==> src/hdl/pcp_pkg.sv <==
// Package: register map, field layout and types of the PLL clock path block
// Function
// RULE1: Power field 01b holds PLL powered down; 00b runs it normally.
// RULE2: Bypass bit 1 feeds distribution from source, skips VCO divider.
// RULE3: Source bit 0 selects external clock input; 1 selects on-chip VCO.
// RULE4: Polarity bit 0 is positive tuning slope; 1 is negative slope.
// RULE5: Reset: PLL off, divider code 000b, divider used, external source.
// RULE6: VCO divider offers ratios one through six from a three-bit field.
// RULE7: PLL on with external source keeps internal VCO off, feeds prescaler.
// RULE8: Host keeps divider in path when source exceeds channel divider limit.
// RULE9: Host sets power field to normal when PLL drives external VCO.
// RULE10: Two-bit field sets antibacklash pulse width of the detector.
// RULE11: Detector compares reference and feedback dividers, drives pump.
// RULE12: Pump mode field: high impedance, normal, forced up, forced down.
// RULE13: Pump current is selectable in eight steps.
// RULE14: Polarity acts only with external VCO, not with internal VCO.
// RULE15: Host writes update bit so buffered settings become active.
// RULE16: Registers are eight bits; unassigned bits read zero, ignore writes.
package pcp_pkg;

  // ----------------------------------------------------------------
  // Register map
  // ----------------------------------------------------------------
  localparam int unsigned ADDR_W = 10;
  localparam logic [9:0] A_PLL = 10'h010;
  localparam logic [9:0] A_ABL = 10'h017;
  localparam logic [9:0] A_DIV = 10'h1e0;
  localparam logic [9:0] A_SRC = 10'h1e1;
  localparam logic [9:0] A_UPD = 10'h232;

  localparam logic [7:0] M_PLL = 8'hf3;
  localparam logic [7:0] M_ABL = 8'h1f;
  localparam logic [7:0] M_DIV = 8'h07;
  localparam logic [7:0] M_SRC = 8'h03;

  localparam logic [7:0] R_PLL = 8'h01;
  localparam logic [7:0] R_ABL = 8'h00;
  localparam logic [7:0] R_DIV = 8'h00;
  localparam logic [7:0] R_SRC = 8'h00;

  // ----------------------------------------------------------------
  // Field positions
  // ----------------------------------------------------------------
  localparam int PWR_LSB = 0;
  localparam int PWR_MSB = 1;
  localparam int MODE_LSB = 4;
  localparam int MODE_MSB = 6;
  localparam int POL_BIT = 7;
  localparam int ABL_LSB = 0;
  localparam int ABL_MSB = 1;
  localparam int CUR_LSB = 2;
  localparam int CUR_MSB = 4;
  localparam int DIV_LSB = 0;
  localparam int DIV_MSB = 2;
  localparam int BYP_BIT = 0;
  localparam int SEL_BIT = 1;
  localparam int UPD_BIT = 0;

  // ----------------------------------------------------------------
  // Encodings and types
  // ----------------------------------------------------------------
  localparam logic [1:0] PWR_NORMAL = 2'h0;
  localparam logic [1:0] PWR_DOWN = 2'h1;

  typedef enum logic [2:0] {
    PCP_PUMP_HIZ  = 3'b000,
    PCP_PUMP_UP   = 3'b001,
    PCP_PUMP_DOWN = 3'b010,
    PCP_PUMP_NORM = 3'b011
  } pcp_pump_mode_t;

  typedef struct packed {
    logic [7:0] pll;
    logic [7:0] abl;
    logic [7:0] vdiv;
    logic [7:0] src;
  } pcp_regs_t;

  localparam pcp_regs_t REGS_RST = '{R_PLL, R_ABL, R_DIV, R_SRC};

  typedef struct packed {
    logic       pwr_down;
    logic       byp;
    logic       src_vco;
    logic       int_vco_on;
    logic       ext_pre;
    logic [2:0] ratio;
    logic [2:0] cur;
    logic [1:0] abl;
    logic       pol_neg;
    logic [2:0] mode;
  } pcp_out_t;

  // Divider code to ratio: 000b is two, codes past four give one
  function automatic logic [2:0] pcp_ratio(input logic [2:0] code);
    case (code)
      3'h0:    pcp_ratio = 3'h2;
      3'h1:    pcp_ratio = 3'h3;
      3'h2:    pcp_ratio = 3'h4;
      3'h3:    pcp_ratio = 3'h5;
      3'h4:    pcp_ratio = 3'h6;
      default: pcp_ratio = 3'h1;
    endcase
  endfunction

endpackage

==> src/hdl/pcp_pfd.sv <==
// Module: phase detector and pump driver of the PLL clock path block
`timescale 1ns/1ps
`default_nettype none
module pcp_pfd (
  input  wire logic       clk_i,
  input  wire logic       reset_n_i,
  input  wire logic       ref_div_i,
  input  wire logic       fb_div_i,
  input  wire logic       pwr_down_i,
  input  wire logic [2:0] mode_i,
  input  wire logic [1:0] abl_i,
  input  wire logic       pol_neg_i,
  output logic            pump_up_o,
  output logic            pump_down_o,
  output logic            pump_oe_o
);

  typedef enum logic [1:0] {
    ST_IDLE = 2'b00,
    ST_UP   = 2'b01,
    ST_DOWN = 2'b10,
    ST_ABL  = 2'b11
  } pcp_pfd_st_t;

  logic [2:0] ref_s, next_ref_s;
  logic [2:0] fb_s, next_fb_s;
  logic [1:0] cnt, next_cnt;
  logic       up, next_up;
  logic       dn, next_dn;
  logic       oe, next_oe;
  logic       ref_rise;
  logic       fb_rise;
  logic       raw_up;
  logic       raw_dn;
  pcp_pfd_st_t st, next_st;

  assign pump_up_o   = up;
  assign pump_down_o = dn;
  assign pump_oe_o   = oe;
  // Edge detect reads only the second and third stages
  assign ref_rise = ref_s[1] && !ref_s[2];
  assign fb_rise  = fb_s[1] && !fb_s[2];

  always_comb begin
    next_ref_s = {ref_s[1:0], ref_div_i};
    next_fb_s  = {fb_s[1:0], fb_div_i};
    next_st    = st;
    next_cnt   = cnt;
    // RULE11: phase compare
    case (st)
      ST_IDLE: begin
        if (ref_rise && fb_rise) next_st = ST_ABL;
        else if (ref_rise) next_st = ST_UP;
        else if (fb_rise) next_st = ST_DOWN;
      end
      ST_UP: if (fb_rise) next_st = ST_ABL;
      ST_DOWN: if (ref_rise) next_st = ST_ABL;
      // RULE10: antibacklash width
      ST_ABL: begin
        if (cnt == abl_i) begin
          next_st  = ST_IDLE;
          next_cnt = 2'h0;
        end else begin
          next_cnt = cnt + 2'h1;
        end
      end
      default: next_st = ST_IDLE;
    endcase
    if (pwr_down_i) begin
      next_st  = ST_IDLE;
      next_cnt = 2'h0;
    end
    raw_up = (next_st == ST_UP) || (next_st == ST_ABL);
    raw_dn = (next_st == ST_DOWN) || (next_st == ST_ABL);
    // RULE12: pump mode
    case (mode_i)
      pcp_pkg::PCP_PUMP_UP: begin
        next_up = 1'b1;
        next_dn = 1'b0;
        next_oe = 1'b1;
      end
      pcp_pkg::PCP_PUMP_DOWN: begin
        next_up = 1'b0;
        next_dn = 1'b1;
        next_oe = 1'b1;
      end
      pcp_pkg::PCP_PUMP_NORM: begin
        // RULE4: negative slope swaps directions
        next_up = pol_neg_i ? raw_dn : raw_up;
        next_dn = pol_neg_i ? raw_up : raw_dn;
        next_oe = !pwr_down_i;
      end
      default: begin
        next_up = 1'b0;
        next_dn = 1'b0;
        next_oe = 1'b0;
      end
    endcase
  end

  always_ff @(posedge clk_i) begin
    if (!reset_n_i) begin
      ref_s <= 3'h0;
      fb_s  <= 3'h0;
      st    <= ST_IDLE;
      cnt   <= 2'h0;
      up    <= 1'b0;
      dn    <= 1'b0;
      oe    <= 1'b0;
    end else begin
      ref_s <= next_ref_s;
      fb_s  <= next_fb_s;
      st    <= next_st;
      cnt   <= next_cnt;
      up    <= next_up;
      dn    <= next_dn;
      oe    <= next_oe;
    end
  end

  // ----------------------------------------------------------------
  // Checks
  // ----------------------------------------------------------------
  pump_hiz_a: assert property ( // RULE12
    @(posedge clk_i) disable iff (!reset_n_i)
    mode_i == pcp_pkg::PCP_PUMP_HIZ |=> !pump_oe_o)
    else $error("pump drives in high impedance mode");
  force_up_a: assert property ( // RULE12
    @(posedge clk_i) disable iff (!reset_n_i)
    mode_i == pcp_pkg::PCP_PUMP_UP |=> pump_up_o && !pump_down_o)
    else $error("forced pump up not applied");
  force_down_a: assert property ( // RULE12
    @(posedge clk_i) disable iff (!reset_n_i)
    mode_i == pcp_pkg::PCP_PUMP_DOWN |=> pump_down_o && !pump_up_o)
    else $error("forced pump down not applied");
  abl_width_a: assert property ( // RULE10
    @(posedge clk_i) disable iff (!reset_n_i)
    (st == ST_ABL && cnt == 2'h0 && !pwr_down_i && $stable(abl_i))
      |-> cnt <= abl_i ##[1:4] st == ST_IDLE)
    else $error("antibacklash pulse too long");
  compare_a: assert property ( // RULE11
    @(posedge clk_i) disable iff (!reset_n_i)
    (st == ST_UP && fb_rise && !pwr_down_i) |=> st == ST_ABL)
    else $error("feedback edge did not end pump up");

endmodule
`default_nettype wire

==> src/hdl/pcp_top.sv <==
// Module: PLL power, clock source and divider path configuration
`timescale 1ns/1ps
`default_nettype none
module pcp_top (
  input  wire logic       clk_i,
  input  wire logic       reset_n_i,
  input  wire logic [9:0] reg_addr_i,
  input  wire logic [7:0] reg_wdata_i,
  input  wire logic       reg_wr_i,
  input  wire logic       reg_rd_i,
  output logic [7:0]      reg_rdata_o,
  output logic            reg_rvalid_o,
  input  wire logic       ref_div_i,
  input  wire logic       fb_div_i,
  output logic            pll_power_down_o,
  output logic            dist_bypass_o,
  output logic            source_vco_o,
  output logic            internal_vco_on_o,
  output logic            ext_to_prescaler_o,
  output logic [2:0]      vco_div_ratio_o,
  output logic [2:0]      pump_current_step_o,
  output logic [1:0]      abl_width_o,
  output logic            charge_pump_output_up_o,
  output logic            charge_pump_output_down_o,
  output logic            charge_pump_output_oe_o
);

  // ----------------------------------------------------------------
  // State
  // ----------------------------------------------------------------
  pcp_pkg::pcp_regs_t shad, next_shad;
  pcp_pkg::pcp_regs_t act, next_act;
  pcp_pkg::pcp_out_t  cfg, next_cfg;
  logic [7:0]         rdata, next_rdata;
  logic               rvalid, next_rvalid;
  logic               upd;

  // Decode of active settings into path controls
  function automatic pcp_pkg::pcp_out_t decode(
    input pcp_pkg::pcp_regs_t r
  );
    pcp_pkg::pcp_out_t o;
    // RULE1: power state
    o.pwr_down = r.pll[pcp_pkg::PWR_MSB:pcp_pkg::PWR_LSB]
                 != pcp_pkg::PWR_NORMAL;
    // RULE2: divider bypass
    o.byp = r.src[pcp_pkg::BYP_BIT];
    // RULE3: source select
    o.src_vco = r.src[pcp_pkg::SEL_BIT];
    // RULE7: external source keeps VCO off
    o.int_vco_on = o.src_vco;
    o.ext_pre = !o.pwr_down && !o.src_vco;
    // RULE6: divider ratio
    o.ratio = pcp_pkg::pcp_ratio(r.vdiv[pcp_pkg::DIV_MSB:pcp_pkg::DIV_LSB]);
    // RULE13: current step
    o.cur = r.abl[pcp_pkg::CUR_MSB:pcp_pkg::CUR_LSB];
    o.abl = r.abl[pcp_pkg::ABL_MSB:pcp_pkg::ABL_LSB];
    // RULE14: polarity ignored for internal VCO
    o.pol_neg = r.pll[pcp_pkg::POL_BIT] && !o.src_vco;
    o.mode = r.pll[pcp_pkg::MODE_MSB:pcp_pkg::MODE_LSB];
    decode = o;
  endfunction

  // ----------------------------------------------------------------
  // Register access
  // ----------------------------------------------------------------
  assign upd = reg_wr_i && (reg_addr_i == pcp_pkg::A_UPD)
               && reg_wdata_i[pcp_pkg::UPD_BIT];

  always_comb begin
    next_shad = shad;
    // RULE16: unassigned bits dropped on write
    if (reg_wr_i) begin
      case (reg_addr_i)
        pcp_pkg::A_PLL: next_shad.pll  = reg_wdata_i & pcp_pkg::M_PLL;
        pcp_pkg::A_ABL: next_shad.abl  = reg_wdata_i & pcp_pkg::M_ABL;
        pcp_pkg::A_DIV: next_shad.vdiv = reg_wdata_i & pcp_pkg::M_DIV;
        pcp_pkg::A_SRC: next_shad.src  = reg_wdata_i & pcp_pkg::M_SRC;
        default: ;
      endcase
    end
    // RULE15: update moves buffered settings to active
    next_act = upd ? shad : act;
    next_rvalid = reg_rd_i;
    next_rdata = rdata;
    if (reg_rd_i) begin
      case (reg_addr_i)
        pcp_pkg::A_PLL: next_rdata = shad.pll;
        pcp_pkg::A_ABL: next_rdata = shad.abl;
        pcp_pkg::A_DIV: next_rdata = shad.vdiv;
        pcp_pkg::A_SRC: next_rdata = shad.src;
        default:        next_rdata = 8'h00;
      endcase
    end
    next_cfg = decode(next_act);
  end

  // RULE5: power-up defaults
  always_ff @(posedge clk_i) begin
    if (!reset_n_i) begin
      shad   <= pcp_pkg::REGS_RST;
      act    <= pcp_pkg::REGS_RST;
      cfg    <= decode(pcp_pkg::REGS_RST);
      rdata  <= 8'h00;
      rvalid <= 1'b0;
    end else begin
      shad   <= next_shad;
      act    <= next_act;
      cfg    <= next_cfg;
      rdata  <= next_rdata;
      rvalid <= next_rvalid;
    end
  end

  // ----------------------------------------------------------------
  // Outputs
  // ----------------------------------------------------------------
  assign reg_rdata_o         = rdata;
  assign reg_rvalid_o        = rvalid;
  assign pll_power_down_o    = cfg.pwr_down;
  assign dist_bypass_o       = cfg.byp;
  assign source_vco_o        = cfg.src_vco;
  assign internal_vco_on_o   = cfg.int_vco_on;
  assign ext_to_prescaler_o  = cfg.ext_pre;
  assign vco_div_ratio_o     = cfg.ratio;
  assign pump_current_step_o = cfg.cur;
  assign abl_width_o         = cfg.abl;

  // ----------------------------------------------------------------
  // Detector and pump
  // ----------------------------------------------------------------
  pcp_pfd u_pfd (
    .clk_i       (clk_i),
    .reset_n_i   (reset_n_i),
    .ref_div_i   (ref_div_i),
    .fb_div_i    (fb_div_i),
    .pwr_down_i  (cfg.pwr_down),
    .mode_i      (cfg.mode),
    .abl_i       (cfg.abl),
    .pol_neg_i   (cfg.pol_neg),
    .pump_up_o   (charge_pump_output_up_o),
    .pump_down_o (charge_pump_output_down_o),
    .pump_oe_o   (charge_pump_output_oe_o)
  );

  // ----------------------------------------------------------------
  // Checks
  // ----------------------------------------------------------------
  update_copy_a: assert property ( // RULE15
    @(posedge clk_i) disable iff (!reset_n_i)
    upd |=> act == $past(shad))
    else $error("update did not load active settings");
  hold_active_a: assert property ( // RULE15
    @(posedge clk_i) disable iff (!reset_n_i)
    (reg_wr_i && !upd) |=> $stable(act))
    else $error("active settings moved without update");
  power_state_a: assert property ( // RULE1
    @(posedge clk_i) disable iff (!reset_n_i)
    upd && shad.pll[pcp_pkg::PWR_MSB:pcp_pkg::PWR_LSB] == pcp_pkg::PWR_DOWN
      |=> pll_power_down_o)
    else $error("power-down code did not stop the PLL");
  power_normal_a: assert property ( // RULE1
    @(posedge clk_i) disable iff (!reset_n_i)
    upd && shad.pll[pcp_pkg::PWR_MSB:pcp_pkg::PWR_LSB] == pcp_pkg::PWR_NORMAL
      |=> !pll_power_down_o)
    else $error("normal code left the PLL off");
  bypass_path_a: assert property ( // RULE2
    @(posedge clk_i) disable iff (!reset_n_i)
    upd |=> dist_bypass_o == $past(shad.src[pcp_pkg::BYP_BIT]))
    else $error("bypass does not follow setting");
  source_sel_a: assert property ( // RULE3
    @(posedge clk_i) disable iff (!reset_n_i)
    upd |=> source_vco_o == $past(shad.src[pcp_pkg::SEL_BIT]))
    else $error("source does not follow setting");
  vco_src_a: assert property ( // RULE7
    @(posedge clk_i) disable iff (!reset_n_i)
    upd |=> internal_vco_on_o == $past(shad.src[pcp_pkg::SEL_BIT]))
    else $error("internal VCO power does not follow source");
  reset_dflt_a: assert property ( // RULE5
    @(posedge clk_i) disable iff (!reset_n_i)
    $rose(reset_n_i) |-> pll_power_down_o && vco_div_ratio_o == 3'h2
      && !dist_bypass_o && !source_vco_o)
    else $error("reset defaults wrong");
  div_range_a: assert property ( // RULE6
    @(posedge clk_i) disable iff (!reset_n_i)
    vco_div_ratio_o >= 3'h1 && vco_div_ratio_o <= 3'h6)
    else $error("divider ratio out of range");
  div_two_a: assert property ( // RULE6
    @(posedge clk_i) disable iff (!reset_n_i)
    upd && shad.vdiv[pcp_pkg::DIV_MSB:pcp_pkg::DIV_LSB] == 3'h0
      |=> vco_div_ratio_o == 3'h2)
    else $error("divider code zero is not divide by two");
  vco_off_a: assert property ( // RULE7
    @(posedge clk_i) disable iff (!reset_n_i)
    (!pll_power_down_o && !source_vco_o)
      |-> !internal_vco_on_o && ext_to_prescaler_o)
    else $error("internal VCO on with external source");
  pol_gate_a: assert property ( // RULE14
    @(posedge clk_i) disable iff (!reset_n_i)
    source_vco_o |-> !cfg.pol_neg)
    else $error("polarity applied to internal VCO");
  abl_follow_a: assert property ( // RULE10
    @(posedge clk_i) disable iff (!reset_n_i)
    upd |=> abl_width_o == $past(shad.abl[pcp_pkg::ABL_MSB:pcp_pkg::ABL_LSB]))
    else $error("antibacklash width does not follow setting");
  step_sel_a: assert property ( // RULE13
    @(posedge clk_i) disable iff (!reset_n_i)
    upd |=> pump_current_step_o
      == $past(shad.abl[pcp_pkg::CUR_MSB:pcp_pkg::CUR_LSB]))
    else $error("current step does not follow setting");
  zero_bits_a: assert property ( // RULE16
    @(posedge clk_i) disable iff (!reset_n_i)
    (reg_rd_i && reg_addr_i == pcp_pkg::A_DIV) |=> reg_rdata_o[7:3] == 5'h00)
    else $error("unassigned bits read nonzero");
  zero_pll_a: assert property ( // RULE16
    @(posedge clk_i) disable iff (!reset_n_i)
    (reg_rd_i && reg_addr_i == pcp_pkg::A_PLL)
      |=> (reg_rdata_o & ~pcp_pkg::M_PLL) == 8'h00)
    else $error("unassigned power register bits read nonzero");
  zero_src_a: assert property ( // RULE16
    @(posedge clk_i) disable iff (!reset_n_i)
    (reg_rd_i && reg_addr_i == pcp_pkg::A_SRC)
      |=> (reg_rdata_o & ~pcp_pkg::M_SRC) == 8'h00)
    else $error("unassigned source register bits read nonzero");
  unmapped_rd_a: assert property ( // RULE16
    @(posedge clk_i) disable iff (!reset_n_i)
    (reg_rd_i && reg_addr_i == pcp_pkg::A_UPD) |=> reg_rdata_o == 8'h00)
    else $error("unmapped address read nonzero");

endmodule
`default_nettype wire

==> config.mk <==
export PLATFORM = sky130hd
export DESIGN_NAME = pcp_top
export DESIGN_NICKNAME = d
export VERILOG_FILES = /design/src/hdl/pcp_pkg.sv /design/src/hdl/pcp_pfd.sv /design/src/hdl/pcp_top.sv
export SDC_FILE = /design/constraint.sdc
export NUM_CORES = 1
export LEC_CHECK = 0
export ABC_CLOCK_PERIOD_IN_PS = 2400
export BUFFER_PORTS_ARGS = -buffer_cell sky130_fd_sc_hd__buf_2
export CAP_MARGIN = 5
export CORE_MARGIN = 3
export CORE_UTILIZATION = 58
export DETAILED_ROUTE_END_ITERATION = 6
export PLACE_DENSITY = 0.89
export SLEW_MARGIN = 10
export SYNTH_ARGS = -nofsm -noshare
export SYNTH_HDL_FRONTEND = slang
export SYNTH_SLANG_ARGS = --single-unit
export TNS_END_PERCENT = 30
==> constraint.sdc <==
create_clock -name clk_i -period 2.4 [get_ports clk_i]
set_input_delay 0.36 -clock clk_i [delete_from_list [all_inputs] [get_ports clk_i]]
set_output_delay 0.36 -clock clk_i [all_outputs]
set_load 0.005 [all_outputs]
==> results.json <==
{
  "status": "complete, no violations",
  "synth-edff-count": 0,
  "routed_wl_um": 5440,
  "syn2layout_area_growth_pct": 16.7,
  "holdWs_ns": 0.239,
  "yosys_warnings": 0,
  "floorplan.rows": 22,
  "whs_path_depth": 2,
  "synth_area_leaders": "dfxtp_1 (49%), mux2i_1 (8.6%), nand2_1 (6.6%), a21oi_1 (5.1%), nor2_1 (3.4%)",
  "io-pin-count": 49,
  "drt-pass1-iter-count": 5,
  "max_slew_margin": 0.585,
  "skew_ns": 0.00633,
  "die_w_um": 71.0,
  "synth-compound-area-share": 0.119,
  "postCtsHoldBufs": 0,
  "grt_usage": 0.226,
  "synth_cells": 270,
  "synth_xor_xnor_area_share": 0.0143,
  "finalSetupTns_ns": 0,
  "worst_pin_slew_ns": 0.622,
  "fp.dieArea_um2": 5040,
  "ir_worst_vdd_mv": 0.482,
  "yosysTopAreaCell": "dfxtp_1",
  "die_h_um": 71.0,
  "synth_cell_types": 38,
  "ys_ff_latch": 60,
  "p_seq_frac": 0.512,
  "cts_tree": "done",
  "setup_viol": 0,
  "period_share": 0.693,
  "num_antenna_cells": 0,
  "yosys.area_share.simple": 0.240,
  "hold_violations": 0,
  "drcViolationCount": 0,
  "dp_hpwl_um": 3790,
  "initial_utilization": 0.635,
  "path_clk_slew_ns": 0.06,
  "sw_frac_of_total": 0.221,
  "h-tree-depth": 3,
  "synth_top_area_share": 0.491,
  "grt_overflow": 0,
  "fp.coreArea_um2": 3850,
  "worstReg2RegEnd": "u_pfd.cnt[1]",
  "rr_startpoint": "act[17]",
  "rsz0062_at_grt": "no",
  "ctsLongestPathBuffers": 2,
  "p_sw_mw": 0.435,
  "p_per_area_nw_per_um2": 688,
  "yosys.cell_count.top_type": "dfxtp_1",
  "final_max_slew_viol_count": 0,
  "worst_hold_path_type": "in -> reg",
  "grt_pass1_wl_um": 9000,
  "wl_per_cell_um": 14.9,
  "fillers": 302,
  "worstSetupPathType": "in -> reg",
  "post_cts_buffers": 0,
  "via_per_inst": 5.72,
  "regToRegSetupSlack_ns": 1.11,
  "yosysSeqAreaShare": 0.491,
  "antenna_left": 0,
  "start_kind": "input pin",
  "cts_made_buffers": 9,
  "syn-num-nets": 294,
  "grt_max_degree": 21,
  "cts.sinks": 60,
  "drive_gt1_frac": 0.230,
  "clk_latency_ns": 0.33,
  "yosys-top-cells-count": "dfxtp_1 (60), nand2_1 (43), a21oi_1 (25)",
  "num_vias": 2086,
  "critical_path.endpoint_type": "flop",
  "numPortBuffers": 48,
  "min_to": "u_pfd.fb_s[0]",
  "final_nets": 337,
  "synth_flop_cell": "dfxtp_1",
  "worst-path-max-fanout": 15,
  "root_buffer": "clkbuf_8",
  "ctsResizeCount": 0,
  "grt_pass1_vias": 1938,
  "synthMuxAreaShare": 0.0858,
  "r2r_cells": 4,
  "drtIter0Drc": 193,
  "fmax_mhz": 602,
  "period_minus_slack_ns": 1.66,
  "async_flop_share": 0,
  "synth_area_per_cell_um2": 9.07,
  "power_frac_comb": 0.040,
  "antenna_found_initial": 0,
  "min_from": "fb_div_i",
  "pwr-share-clk": 0.448,
  "max_cap_viol_count": 0,
  "cp_data_required_time_ns": 2.66,
  "place.gp.congestion": 0.841,
  "synth_top_family_by_area": "simple AND/OR/NAND/NOR gates",
  "cp.arrival_ns": 1.92,
  "synth_area_um2": 2450,
  "p_int_mw": 1.53,
  "synthAdderAreaFrac": 0,
  "p_leak_nw": 1.19
}
==> power groups by stage <==
stage | Combinational, mW | Sequential (mW) | Clock (mW)
floorplan | 0.0382 | 1.03 | 0
global placement | 0.0762 | 1.03 | 0
detailed placement | 0.0777 | 1.03 | 0
CTS | 0.0785 | 1.01 | 0.886
global route | 0.0870 | 1.01 | 0.933
finish | 0.0786 | 1.01 | 0.881
==> routing by layer <==
| metal | wire [µm] | global-route usage | vias up | part of all wire |
|---|---|---|---|---|
| li1 | - | - | 1014 | - |
| met1 | 2390 | 0.296 | 969 | 0.44 |
| met2 | 2590 | 0.354 | 96 | 0.48 |
| met3 | 399 | 0.0753 | 7 | 0.073 |
| met4 | 63 | 0.0710 | 0 | 0.012 |
| met5 | 0 | 0 | - | 0 |
==> flip-flops by register name, summed over array words and instances, names as in the netlist <==
| name | cells |
|---|---|
| act | 16 |
| cfg | 1 |
| ext_to_prescaler_o | 1 |
| pll_power_down_o | 1 |
| reg_rdata_o | 8 |
| reg_rvalid_o | 1 |
| shad | 16 |
| u_pfd.cnt | 2 |
| u_pfd.fb_s | 3 |
| u_pfd.pump_down_o | 1 |
| u_pfd.pump_oe_o | 1 |
| u_pfd.pump_up_o | 1 |
| u_pfd.ref_s | 3 |
| u_pfd.st | 2 |
| vco_div_ratio_o | 3 |
==> per-stage QoR <==
step	total power, mW	utilization	setup WS, ns	cell area [µm²]	std cells
2_1_floorplan	1.07	-	0.850	2450	270
3_3_place_gp	1.10	0.692	0.549	2670	350
3_5_place_dp	1.11	0.692	0.447	2670	350
4_1_cts	1.97	0.741	0.784	2860	365
5_1_grt	2.03	0.741	0.588	2860	365
6_report	1.97	0.741	0.738	2860	365
==> critical path, stage by stage <==
cell and delay (ns):
buf_2 0.12, nor4b_4 0.45, and3_1 0.47, buf_4 0.28
nand2_1 0.08, a21oi_1 0.15
==> how the worst max path moves through the flow <==
stage                             start        to  slack [ns]  depth (start not counted)
after floorplan           reg_addr_i[0]  shad[24]        0.85                          5
after global placement    reg_addr_i[6]    cfg[3]        0.55                          6
after detailed placement  reg_addr_i[6]   act[19]        0.45                          6
after CTS                 reg_addr_i[6]   act[19]        0.78                          6
after global routing      reg_addr_i[6]    cfg[3]        0.59                          6
final                     reg_addr_i[6]   act[19]        0.74                          6
==> final cells by class <==
| cell class | instances | area, µm² | area share |
|---|---|---|---|
| timing repair buffer | 52 | 270 | 0.0946 |
| clock inverter | 5 | 52.6 | 0.0184 |
| clock buffer | 10 | 138 | 0.0482 |
| multi-input combinational | 187 | 1120 | 0.393 |
| tap | 48 | 60.1 | 0.0210 |
| sequential | 60 | 1200 | 0.420 |
| inverter | 3 | 11.3 | 0.00394 |
==> cell families after synthesis <==
logic type	count (synthesis)
simple gates	114
flops	60
compound gates	48
buf+inv	23
mux	21
xor+xnor	4
==> layout by cell type, fill, tap and decap left out, types with 2 or more instances in the layout <==
master / n
nand4_1: 3
o31ai_1: 2
clkbuf_8: 10
and4b_1: 2
o21ai_0: 4
and3_1: 3
clkinv_2: 3
buf_2: 48
xor2_1: 2
nor3_1: 6
and2_1: 7
nand3b_1: 2
or4_1: 2
a21oi_1: 25
mux2i_1: 21
or2_2: 3
nand2b_1: 2
inv_1: 3
nor2b_1: 8
and4_1: 2
nand3_1: 5
nor2_1: 22
xnor2_1: 2
nand2_1: 43
a211oi_1: 5
a22oi_1: 2
o22a_1: 2
a21o_1: 2
buf_4: 4
a31oi_1: 2
dfxtp_1: 60
(Power assumes the default switching activity.)
